<file path="src/nvm_access_defs.vh">
// Constants for the nonvolatile memory access controller
`ifndef NVM_ACCESS_DEFS_VH
`define NVM_ACCESS_DEFS_VH

// Command codes
`define CMD_PAGE_DATA_HI 4'hB
`define CMD_RESTORE_DEFAULT 8'h12
`define CMD_STORE_USER 8'h15
`define CMD_RESTORE_USER 8'h16
`define CMD_ADDR_OFFSET 8'hD3
`define CMD_PAGE_ERASE 8'hD4
`define CMD_PASSWORD 8'hD5

// Memory geometry
`define PAGE_FACTORY 4'h0
`define PAGE_USER 4'h1
`define PAGE_READ_FREE_MIN 4'h2
`define PAGE_WRITE_MIN 4'h4
`define MAX_BLOCK_BYTES 9'h100
`define CFG_BYTES 9'h020
`define ERASED_BYTE 8'hFF

// Reset values
`define PASSWORD_RESET 8'hFF
`define OFFSET_RESET 9'h000

// Status bit of the unlocked flag
`define STATUS_UNLOCKED_BIT 4

// Timing: 35 ms page erase at 25 MHz
`define CLK_HZ 25000000
`define ERASE_MS 35
`define ERASE_CYCLES ((`CLK_HZ / 1000) * `ERASE_MS)

// FIFO shape
`define FIFO_WIDTH 8
`define FIFO_DEPTH 4

`endif

</file>
<file path="src/byte_fifo.v">
// Small synchronous FIFO with valid/ready on both sides
`timescale 1ns/1ns
module byte_fifo #(
	parameter WIDTH = 8,
	parameter DEPTH = 4
)
(
	// Clock and control
	input wire clk_sys,
	input wire rst_n,
	input wire clk_en,
	// Fill side
	input wire in_valid,
	output wire in_ready,
	input wire [WIDTH-1:0] in_data,
	// Drain side
	output wire out_valid,
	input wire out_ready,
	output wire [WIDTH-1:0] out_data
);

localparam AW = (DEPTH <= 2) ? 1 : $clog2(DEPTH);

reg [WIDTH-1:0] mem [0:DEPTH-1];
reg [AW-1:0] wr_ptr;
reg [AW-1:0] rd_ptr;
reg [AW:0] count;
reg space;
wire [AW:0] next_count;
wire push;
wire pop;

// Ready comes from a flop so the host side never sees a combinational path
assign in_ready = space;
assign out_valid = (count != {(AW+1){1'b0}});
assign out_data = mem[rd_ptr];
assign push = in_valid && in_ready;
assign pop = out_valid && out_ready;
assign next_count = (push && !pop) ? count + 1'b1 : ((pop && !push) ? count - 1'b1 : count);

always @(posedge clk_sys)
begin
	if (!rst_n)
	begin
		wr_ptr <= {AW{1'b0}};
		rd_ptr <= {AW{1'b0}};
		count <= {(AW+1){1'b0}};
		space <= 1'b1;
	end
	else if (clk_en)
	begin
		if (push)
		begin
			mem[wr_ptr] <= in_data;
			wr_ptr <= (wr_ptr == DEPTH[AW-1:0] - 1'b1) ? {AW{1'b0}} : wr_ptr + 1'b1;
		end
		if (pop)
			rd_ptr <= (rd_ptr == DEPTH[AW-1:0] - 1'b1) ? {AW{1'b0}} : rd_ptr + 1'b1;
		count <= next_count;
		space <= (next_count != DEPTH[AW:0]);
	end
end

endmodule

</file>
<file path="src/nvm_write_lock.v">
// Nonvolatile memory write, lock and settings transfer controller
`timescale 1ns/1ns
`include "nvm_access_defs.vh"

// Function
// RULE1: Writes to pages four to fifteen accepted only when unlocked.
// RULE2: Page data commands write one byte or a run of consecutive bytes.
// RULE3: Offset command, two bytes high first, sets first written byte position.
// RULE4: Host erases a target page before rewriting it.
// RULE5: One block write carries at most 256 data bytes.
// RULE6: Locked after reset; only reads of pages two to fifteen allowed.
// RULE7: Unlocked permits read, write and erase within page restrictions.
// RULE8: Pages zero and one unreadable until unlocked.
// RULE9: Two consecutive correct password writes unlock; factory password all ones.
// RULE10: Unlock sets the unlocked status flag at bit four.
// RULE11: Wrong password byte locks and clears the unlocked flag.
// RULE12: Correct password then new value changes the password.
// RULE13: After reset user settings from page one load into config registers.
// RULE14: Restore user command reloads config from page one.
// RULE15: Restore default loads page zero and resets password to all ones.
// RULE16: Register contents are never saved into page zero.
// RULE17: Store user command saves config into page one when unlocked.
// RULE18: Store erases page one then programs it; busy for 35 ms.
// RULE19: Erase command erases the selected whole page; busy 35 ms.
// RULE20: Data writes to page zero or one are refused with a nack.
// RULE21: Erase sets all bits high; programming only clears bits.
// RULE22: Target page comes from low four bits of page data command.
// RULE23: Locked device rejects writes and erases, flag stays clear.
module nvm_write_lock #(
	parameter ERASE_CYCLES = `ERASE_CYCLES
)
(
	// Clock, reset and enable
	input wire clk_sys,
	input wire rst_n,
	input wire clk_en,
	// Decoded bus transaction stream
	input wire cmd_start,
	input wire [7:0] cmd_code,
	input wire byte_valid,
	input wire [7:0] byte_data,
	output wire byte_ready,
	input wire cmd_end,
	// Read permission query
	input wire [3:0] rd_page,
	output reg rd_allowed,
	// Answer to the bus side
	output reg nack,
	output reg busy,
	output reg [7:0] status,
	// Memory array port
	output reg mem_we,
	output reg mem_erase,
	output reg [12:0] mem_addr,
	output reg [7:0] mem_wdata,
	output reg mem_re,
	input wire [7:0] mem_rdata,
	// Configuration register port
	output reg cfg_we,
	output reg [4:0] cfg_addr,
	output reg [7:0] cfg_wdata,
	input wire [7:0] cfg_rdata
);

////////////////////////////////////////////////////////////////////////
localparam ST_IDLE = 3'd0;
localparam ST_ERASE = 3'd1;
localparam ST_LOAD_RD = 3'd2;
localparam ST_LOAD_WR = 3'd3;
localparam ST_STORE = 3'd4;
localparam ST_WAIT = 3'd5;

reg [2:0] state;
reg unlocked;
reg pw_half;
reg pw_change;
reg [7:0] password;
reg [8:0] offset;
reg off_hi_seen;
reg [3:0] page;
reg [8:0] wr_pos;
reg [8:0] wr_count;
reg wr_active;
reg [7:0] held_cmd;
reg [3:0] xfer_page;
reg [8:0] xfer_idx;
reg [31:0] timer;
reg store_after;
reg byte_hold;

wire fifo_in_ready;
wire fifo_out_valid;
wire [7:0] fifo_out_data;
wire fifo_pop;
wire is_data_cmd;
wire write_ok;

// Stall the host only when the FIFO is full, as happens while the array is busy; bytes past the block cap are taken and nacked
assign byte_ready = fifo_in_ready;

byte_fifo #(
	.WIDTH(`FIFO_WIDTH),
	.DEPTH(`FIFO_DEPTH)
)
u_fifo (
	.clk_sys(clk_sys),
	.rst_n(rst_n),
	.clk_en(clk_en),
	.in_valid(byte_valid),
	.in_ready(fifo_in_ready),
	.in_data(byte_data),
	.out_valid(fifo_out_valid),
	.out_ready(fifo_pop),
	.out_data(fifo_out_data)
);

// RULE22: page from code
assign is_data_cmd = (held_cmd[7:4] == `CMD_PAGE_DATA_HI);
// RULE1: unlocked free page
assign write_ok = unlocked && (page >= `PAGE_WRITE_MIN);
// Host bytes are only popped and programmed in idle, so bytes wait in the FIFO otherwise
assign fifo_pop = fifo_out_valid && (state == ST_IDLE) && !byte_hold;

////////////////////////////////////////////////////////////////////////
always @(posedge clk_sys)
begin
	if (!rst_n)
	begin
		// RULE6: locked at reset
		unlocked <= 1'b0;
		pw_half <= 1'b0;
		pw_change <= 1'b0;
		password <= `PASSWORD_RESET;
		offset <= `OFFSET_RESET;
		off_hi_seen <= 1'b0;
		wr_active <= 1'b0;
		held_cmd <= 8'h00;
		// RULE13: load user page at reset
		state <= ST_LOAD_RD;
		xfer_page <= `PAGE_USER;
		xfer_idx <= 9'h000;
		byte_hold <= 1'b0;
		nack <= 1'b0;
		busy <= 1'b1;
		status <= 8'h00;
		rd_allowed <= 1'b0;
		mem_we <= 1'b0;
		mem_erase <= 1'b0;
		mem_re <= 1'b0;
		cfg_we <= 1'b0;
	end
	else if (clk_en)
	begin
		mem_we <= 1'b0;
		mem_erase <= 1'b0;
		mem_re <= 1'b0;
		cfg_we <= 1'b0;
		byte_hold <= 1'b0;
		// RULE10: flag mirrors lock
		status <= {7'h00, unlocked} << `STATUS_UNLOCKED_BIT;
		// RULE8: settings pages hidden
		rd_allowed <= unlocked || (rd_page >= `PAGE_READ_FREE_MIN);
		if (cmd_start)
		begin
			held_cmd <= cmd_code;
			page <= cmd_code[3:0];
			wr_pos <= offset;
			wr_count <= 9'h000;
			wr_active <= 1'b1;
			off_hi_seen <= 1'b0;
			nack <= 1'b0;
		end
		if (cmd_end)
			wr_active <= 1'b0;
		case (state)
		ST_IDLE:
		begin
			busy <= 1'b0;
			xfer_idx <= 9'h000;
			if (fifo_pop && wr_active)
			begin
				if (is_data_cmd)
				begin
					// RULE20: settings pages nack
					if (page < `PAGE_READ_FREE_MIN)
						nack <= 1'b1;
					// RULE23: locked refuse write
					else if (!write_ok)
						nack <= 1'b1;
					// RULE5: 256 byte cap
					else if (wr_count == `MAX_BLOCK_BYTES)
						nack <= 1'b1;
					else
					begin
						// RULE2: program consecutive bytes
						mem_we <= 1'b1;
						mem_addr <= {page, wr_pos};
						mem_wdata <= fifo_out_data;
						wr_pos <= wr_pos + 9'h001;
						wr_count <= wr_count + 9'h001;
					end
				end
				else if (held_cmd == `CMD_ADDR_OFFSET)
				begin
					// RULE3: high byte first
					if (!off_hi_seen)
						offset[8] <= fifo_out_data[0];
					else
						offset[7:0] <= fifo_out_data;
					off_hi_seen <= 1'b1;
				end
				else if (held_cmd == `CMD_PAGE_ERASE)
				begin
					// RULE19: whole page erase
					if (unlocked && fifo_out_data[3:0] >= `PAGE_WRITE_MIN && fifo_out_data[7:4] == 4'h0)
					begin
						mem_erase <= 1'b1;
						mem_addr <= {fifo_out_data[3:0], 9'h000};
						timer <= ERASE_CYCLES - 1;
						store_after <= 1'b0;
						busy <= 1'b1;
						state <= ST_ERASE;
					end
					// RULE7: erase only when open
					else
						nack <= 1'b1;
				end
				else if (held_cmd == `CMD_PASSWORD)
				begin
					// RULE12: adopt new password
					if (pw_change)
					begin
						password <= fifo_out_data;
						pw_change <= 1'b0;
						pw_half <= 1'b0;
					end
					// RULE9: second correct write
					else if (fifo_out_data == password)
					begin
						pw_half <= 1'b1;
						unlocked <= unlocked || pw_half;
						pw_change <= unlocked;
					end
					// RULE11: wrong byte locks
					else
					begin
						unlocked <= 1'b0;
						pw_half <= 1'b0;
						pw_change <= 1'b0;
					end
				end
			end
			else if (cmd_end && !cmd_start)
			begin
				if (held_cmd == `CMD_RESTORE_USER)
				begin
					// RULE14: reload user page
					xfer_page <= `PAGE_USER;
					busy <= 1'b1;
					state <= ST_LOAD_RD;
				end
				else if (held_cmd == `CMD_RESTORE_DEFAULT)
				begin
					// RULE15: factory load, password reset
					xfer_page <= `PAGE_FACTORY;
					password <= `PASSWORD_RESET;
					busy <= 1'b1;
					state <= ST_LOAD_RD;
				end
				else if (held_cmd == `CMD_STORE_USER)
				begin
					// RULE17: store needs unlock
					if (unlocked)
					begin
						// RULE18: erase then program
						// RULE16: target fixed to user page
						mem_erase <= 1'b1;
						mem_addr <= {`PAGE_USER, 9'h000};
						timer <= ERASE_CYCLES - 1;
						store_after <= 1'b1;
						busy <= 1'b1;
						state <= ST_ERASE;
					end
					else
						nack <= 1'b1;
				end
			end
		end
		ST_ERASE:
		begin
			// RULE21: erase then clear bits
			if (timer == 32'h0000_0000)
			begin
				state <= store_after ? ST_STORE : ST_IDLE;
			end
			else
				timer <= timer - 32'h0000_0001;
		end
		ST_LOAD_RD:
		begin
			mem_re <= 1'b1;
			mem_addr <= {xfer_page, xfer_idx};
			state <= ST_WAIT;
		end
		ST_WAIT:
			state <= ST_LOAD_WR;
		ST_LOAD_WR:
		begin
			// Memory data is registered, so it is valid one cycle after the read strobe
			cfg_we <= 1'b1;
			cfg_addr <= xfer_idx[4:0];
			cfg_wdata <= mem_rdata;
			xfer_idx <= xfer_idx + 9'h001;
			state <= (xfer_idx == `CFG_BYTES - 9'h001) ? ST_IDLE : ST_LOAD_RD;
		end
		ST_STORE:
		begin
			cfg_addr <= xfer_idx[4:0];
			byte_hold <= 1'b1;
			if (byte_hold)
			begin
				mem_we <= 1'b1;
				mem_addr <= {`PAGE_USER, xfer_idx};
				mem_wdata <= cfg_rdata;
				xfer_idx <= xfer_idx + 9'h001;
				byte_hold <= 1'b0;
				if (xfer_idx == `CFG_BYTES - 9'h001)
					state <= ST_IDLE;
			end
		end
		default:
			state <= ST_IDLE;
		endcase
	end
end

endmodule

</file>
<file path="config.mk">
export PLATFORM = sky130hd
export DESIGN_NAME = nvm_write_lock
export DESIGN_NICKNAME = d
export VERILOG_FILES = /design/src/byte_fifo.v /design/src/nvm_write_lock.v
export VERILOG_INCLUDE_DIRS = /design/src /design/src/src
export SDC_FILE = /design/constraint.sdc
export NUM_CORES = 1
export LEC_CHECK = 0
export BUFFER_PORTS_ARGS = -buffer_cell sky130_fd_sc_hd__buf_2
export CORE_UTILIZATION = 55
export CTS_BUF_LIST = sky130_fd_sc_hd__clkbuf_4
export CTS_CLUSTER_DIAMETER = 50
export DETAILED_ROUTE_END_ITERATION = 8
export GPL_ROUTABILITY_DRIVEN = 1
export PLACE_DENSITY = 0.8
export SLEW_MARGIN = 0
export SYNTH_ARGS = -nofsm -noshare
export SYNTH_HDL_FRONTEND = slang
export SYNTH_SLANG_ARGS = --single-unit
</file>
<file path="constraint.sdc">
create_clock -name clk_sys -period 7.8 [get_ports clk_sys]
set_input_delay 0.78 -clock clk_sys [delete_from_list [all_inputs] [get_ports clk_sys]]
set_output_delay 0.78 -clock clk_sys [all_outputs]
set_load 0.02 [all_outputs]
</file>
==> results of run 1 <==
## logic make-up after synthesis
logic type | count (synthesis) | share of synthesized area, %
adders and majority gates | 13 | 1.90
xor gates and xnor gates | 44 | 4.51
DFF | 183 | 57.1
muxes | 26 | 4.33
and+or+nand+nor | 315 | 18.7
buffers and inverters | 55 | 2.88
AOI/OAI and AO/OA | 132 | 10.6
other | 1 | 0.0439
## flip-flops by register name (all words and copies together), names as in the netlist, 2 cells and up, named ones only
name,count
password,8
u_fifo.mem,32
xfer_idx,9
mem_addr,13
page,4
state,3
u_fifo.wr_ptr,2
wr_count,9
u_fifo.rd_ptr,2
wr_pos,9
offset,9
cfg_addr,5
mem_wdata,8
held_cmd,8
cfg_wdata,8
u_fifo.count,3
timer,32
## cell usage after synthesis, drive strengths merged, types with 4 or more instances
master / number
dfxtp: 62
mux2i: 10
ha: 13
or4: 5
and2: 12
nor4b: 5
nor2: 60
a2bb2oi: 5
a21oi: 27
buf: 17
clkbuf: 18
mux4: 8
edfxtp: 121
o21ai: 30
o31ai: 7
mux2: 8
nor2b: 20
nor3: 21
nand2: 107
nand2b: 6
nand3b: 5
o22a: 4
xnor2: 26
nor4: 15
a22o: 7
a21boi: 17
nand3: 23
a31oi: 4
and3: 6
inv: 20
o211ai: 5
xor2: 18
or3: 6
nand4: 11
## metrics by stage
| step | util [%] | instances | power (uW) | setup slack (ps) | hold slack, ps |
|---|---|---|---|---|---|
| floorplan | - | 775 | 1260 | 3370 | 436 |
| global placement | 59.8 | 1014 | 1310 | 4200 | 456 |
| detailed placement | 59.8 | 1014 | 1320 | 4160 | 462 |
| CTS | 61.5 | 1046 | 1800 | 4500 | 322 |
| global route | 61.5 | 1046 | 1860 | 4370 | 310 |
| finish | 61.5 | 1046 | 1790 | 4570 | 366 |
## cell type report
class | instances | area [um^2]
fillers | 1237 | 5850
flip-flops and latches | 183 | 4870
multi-input cells | 537 | 3460
repair buffers | 86 | 438
well taps | 188 | 235
clock inverters | 15 | 138
clock buffers | 17 | 128
inverters | 20 | 75.1
## worst paths after layout
kind / startpoint / endpoint / slack [ps] / cells past startpoint
hold / removal: mem_rdata[3] / cfg_wdata[3] / 370 / 1
setup reg to reg: flop / mem_addr[0] / 4570 / 6
setup / recovery: flop / mem_addr[0] / 4570 / 6
hold reg to reg: pw_half / pw_half / 480 / 2
## power by group through the flow
stage	logic [uW]	registers (uW)	clock network (uW)
after global placement	192	1120	0
after CTS	197	1100	505
after detailed placement	197	1120	0
after floorplan	139	1120	0
final	197	1100	494
after global routing	218	1100	542
## metal layers
metal / GRT usage (%) / vias to the layer above / wire (um)
li1: - / 2959 / -
met1: 30.5 / 2877 / 7850
met2: 33.2 / 191 / 7810
met3: 4.68 / 20 / 970
met4: 7.02 / 0 / 211
met5: 0 / - / 0
==> impl_metrics.env, run 1 <==
export IMPL_outcome="finished clean"
export IMPL_p_switching_uw=514
export IMPL_combinational_cell_fraction_of_total_power_pct=11.0
export IMPL_grt_start_max_net_pins=53
export IMPL_dpl_hpwl_mm=12.0
export IMPL_layout_cells_most_common="edfxtp_1"
export IMPL_htree_levels=4
export IMPL_areaGrowthSynthToFinish_pct=9.45
export IMPL_critical_path_arrival_ps=3530
export IMPL_worst_ep_required_time_ps=8100
export IMPL_slew_headroom_pct=39.0
export IMPL_fin_nets=900
export IMPL_floorplan_initialDensity_pct=56.2
export IMPL_power_leakage_uw=0.00324
export IMPL_die_width_um=127
export IMPL_layout_common_cells="edfxtp_1 (121), nand2_1 (107), buf_2 (83)"
export IMPL_grt_first_pass_wirelength_mm=27.0
export IMPL_critical_path_slowest_cell="dfxtp_1"
export IMPL_drc=0
export IMPL_setup_total_negative_slack_ps=0
export IMPL_clock_fmax_mhz=309
export IMPL_synth_largest_type_area_fraction_pct=42.5
export IMPL_ys_seq_area_share_pct=57.1
export IMPL_power_switching_share_pct=28.7
export IMPL_post_cts_hold_buffer_count=0
export IMPL_synthesis_area_um2=8540
export IMPL_routed_wire_length_per_instance_um=16.1
export IMPL_pin_count=92
export IMPL_timing_final_max_slew_violations=0
export IMPL_timing_max_cap_violations=0
export IMPL_postCtsSetupBuffers=0
export IMPL_worstMarginPinSlew_ps=913
export IMPL_detail_route_vias_per_cell=5.78
export IMPL_cts_root_buf="clkbuf_4"
export IMPL_final_count_of_hold_timing_violations=0
export IMPL_globalRouteOverflowTotal=0
export IMPL_worst_skew_pair_late_latency_ps=590
export IMPL_fraction_of_registers_with_async_set_reset_pct=0
export IMPL_synth_cells=769
export IMPL_cts_tree="built"
export IMPL_hold_path_class="in -> reg"
export IMPL_cts_sinks=183
export IMPL_placement_io_buffers=83
export IMPL_cell_internal_pwr_uw=1280
export IMPL_detailedRoute_firstIterationViolations=461
export IMPL_cts_root_to_sink_buffers=2
export IMPL_worstPathCellList="mux4_2, nor3_1, o2111ai_1, o21a_1, a221oi_2, buf_4"
export IMPL_yosys_warnings=0
export IMPL_synth_cell_type_count=73
export IMPL_worst_ir_drop_vdd_mv=0.108
export IMPL_antenna_cells=0
export IMPL_setup_viol_count_final=0
export IMPL_finalInstanceArea_um2=9350
export IMPL_core_rowCount=45
export IMPL_per_instance_average_area_after_synthesis_um2=11.1
export IMPL_clk_pin_slew_ps=160
export IMPL_die_height_um=127
export IMPL_clock_power_share_pct=27.6
export IMPL_tritoncts_num_buffers=17
export IMPL_core_area_um2=15200
export IMPL_synth_edf_count=121
export IMPL_synth_top_cells_by_area="edfxtp_1 (43%), dfxtp_1 (15%), nand2_1 (4.7%)"
export IMPL_worst_setup_path_type="reg -> reg"
export IMPL_postPlaceCellArea_um2=9090
export IMPL_drt_first_pass_iters=5
export IMPL_unrepaired_setup_endpoints_after_global_routing="false"
export IMPL_finalClockSkew_ps=22.3
export IMPL_drive_above_1_share_pct=17.2
export IMPL_start_kind="flop"
export IMPL_ys_flop_type="edfxtp_1"
export IMPL_layout_worst_path_cycle_share_pct=41.4
export IMPL_path_max_fanout=9
export IMPL_post_drt_antenna_nets=0
export IMPL_totalWireLength_mm=16.8
export IMPL_gp_routability_congestion=0.828
export IMPL_synth_top_area_cell="edfxtp_1"
export IMPL_critical_path_buf_inv_count=1
export IMPL_via_count=6047
export IMPL_cellPowerDensity_nw_per_um2=191
export IMPL_first_global_vias=5439
export IMPL_final_min_clock_period_ps=3230
export IMPL_grt_total_usage_pct=21.6
export IMPL_seq_power_share_pct=61.4
export IMPL_die_area_um2=16000
export IMPL_crit_family="compound AO/OA/AOI/OAI gates"
export IMPL_cp_slowest_stage_delay_ps=680
export IMPL_synth_seq_cells=183
export IMPL_antenna_found_initial=0
export IMPL_endpoint_kind="flop"
export IMPL_post_cts_resized=0
No activity file was read; power rests on OpenSTA's default activity.
==> run 2, diff against run 1 <==
Clock period 7.8 ns to 3.2 ns, I/O delays scaled along.
==> impl_metrics.env, run 2 (synthesized netlist as in run 1, its figures left out) <==
export IMPL_wl_met3_mm=1.16
export IMPL_grt_start_max_net_pins=52
export IMPL_post_drt_antenna_nets=0
export IMPL_setup_total_negative_slack_ps=0
export IMPL_routedLengthMet1_mm=8.15
export IMPL_detail_route_vias_per_cell=5.81
export IMPL_endpoint_kind="flop"
export IMPL_detailedRoute_firstIterationViolations=591
export IMPL_drive_above_1_share_pct=19.5
export IMPL_die_height_um=127
export IMPL_slew_headroom_pct=29.2
export IMPL_setup_viol_count_final=0
export IMPL_placement_io_buffers=83
export IMPL_cts_sinks=183
export IMPL_power_leakage_uw=0.00350
export IMPL_tritoncts_num_buffers=17
export IMPL_die_width_um=127
export IMPL_layout_cells_most_common="edfxtp_1"
export IMPL_finalClockSkew_ps=26.0
export IMPL_pin_count=92
export IMPL_core_area_um2=15200
export IMPL_first_global_vias=6037
export IMPL_fillerInstances=1183
export IMPL_worstRegToRegCells=9
export IMPL_place_worst_setup_slack_ps=93.7
export IMPL_drt_first_pass_iters=5
export IMPL_highest_layer="met4"
export IMPL_htree_levels=4
export IMPL_path_max_fanout=21
export IMPL_via_count=6387
export IMPL_cellPowerDensity_nw_per_um2=455
export IMPL_grt_total_usage_pct=23.5
export IMPL_clock_fmax_mhz=331
export IMPL_worst_ep_required_time_ps=3550
export IMPL_worst_setup_path_type="reg -> reg"
export IMPL_cts_root_to_sink_buffers=2
export IMPL_post_route_worst_setup_slack_ps=175
export IMPL_routed_wire_length_per_instance_um=16.5
export IMPL_globalRouteOverflowTotal=0
export IMPL_unrepaired_setup_endpoints_after_global_routing="false"
export IMPL_finish_cell_count_without_fillers=1099
export IMPL_totalWireLength_mm=18.1
export IMPL_gp_routability_congestion=0.907
export IMPL_final_count_of_hold_timing_violations=0
export IMPL_worst_skew_pair_late_latency_ps=590
export IMPL_cts_tree="built"
export IMPL_layout_top_registers="timer: 32 flops, u_fifo.mem: 32 flops, mem_addr: 13 flops"
export IMPL_dpl_hpwl_mm=12.9
export IMPL_dp_cells=1039
export IMPL_route_met2_wl_mm=8.56
export IMPL_timing_max_cap_violations=0
export IMPL_postPlaceCellArea_um2=9290
export IMPL_antenna_found_initial=1
export IMPL_grt_first_pass_wirelength_mm=29.2
export IMPL_worst_ir_drop_vdd_mv=0.244
export IMPL_fin_nets=952
export IMPL_timing_final_max_slew_violations=0
export IMPL_critical_path_arrival_ps=3380
export IMPL_worstMarginPinSlew_ps=1060
export IMPL_core_rowCount=45
export IMPL_areaGrowthSynthToFinish_pct=15.2
export IMPL_clk_pin_slew_ps=130
export IMPL_total_power_uw=4470
export IMPL_outcome="finished clean"
export IMPL_floorplan_initialDensity_pct=56.2
export IMPL_finalInstanceArea_um2=9840
export IMPL_cts_root_buf="clkbuf_4"
export IMPL_whs_path_depth=2
export IMPL_drc=0
export IMPL_final_min_clock_period_ps=3020
export IMPL_hold_path_class="in -> reg"
export IMPL_start_kind="flop"
export IMPL_layout_worst_path_cycle_share_pct=94.5
export IMPL_die_area_um2=16000
export IMPL_layout_common_cells="edfxtp_1 (121), nand2_1 (107), buf_2 (83)"
## run 2: cell types whose count changed in the layout (fill, tap and decap cells not counted), moves of 2 or more
| cell | previous run | this run |
|---|---|---|
| buf_4 | 3 | 30 |
| dlygate4sd3_1 | 0 | 24 |
| inv_6 | 5 | 0 |
| clkbuf_4 | 17 | 20 |
| inv_8 | 3 | 0 |
| bufinv_16 | 0 | 2 |
| inv_4 | 0 | 2 |
## run 2: per-stage QoR
stage	util, %	hold WS [ps]
final	64.7	40.9
after global routing	64.7	2.64
after CTS	64.5	0.494
after detailed placement	61.1	437
after global placement	61.1	432
after floorplan	-	419
## run 2: worst paths after layout
path | slack, ps | endpoint | startpoint
worst min-delay path | 40 | mem_wdata[6] | cfg_rdata[6]
worst max register to register | 180 | timer[4] | timer[0]
worst max-delay path | 180 | timer[4] | timer[0]
worst min register to register | 470 | mem_erase | mem_erase
## run 2: worst max-delay path, cell delays in order, from the launching register on
cell	delay, ps
edfxtp_1	450
inv_1	120
ha_2	230
or4b_4	500
or4_4	570
nor2_8	170
a31oi_4	120
o21ba_2	300
nor3_4	130
buf_12	210
## run 2: area by class of cell
type                       count  area (um^2)  area share (%)
sequential                   183         4870            49.5
multi-input combinational    537         3480            35.3
timing repair buffer         138          901            9.15
tap                          188          235            2.39
clock buffer                  20          150            1.53
clock inverter                12          129            1.31
inverter                      20         75.1           0.763
antenna                        1         2.50          0.0254
## run 2: report_power, final
| group | leakage [uW] | internal (uW) | switching, uW |
|---|---|---|---|
| clock network | 0.000158 | 490 | 759 |
| registers | 0.00157 | 2590 | 59.8 |
| logic | 0.00177 | 220 | 351 |
## run 2: per-layer routing
layer | GRT usage, % | vias up
met3 | 4.77 | 24
met1 | 32.1 | 3073
met5 | 0 | -
met4 | 8.22 | 0
met2 | 37.5 | 232
li1 | - | 3058
## run 2: timing repair
action / 4_1_cts / 5_1_grt
resized for setup: 0 / 2
hold buffers: 24 / 0
buffers inserted: 0 / 3
endpoints found under the setup margin: 0 / 12
hold endpoints to repair: 52 / 0
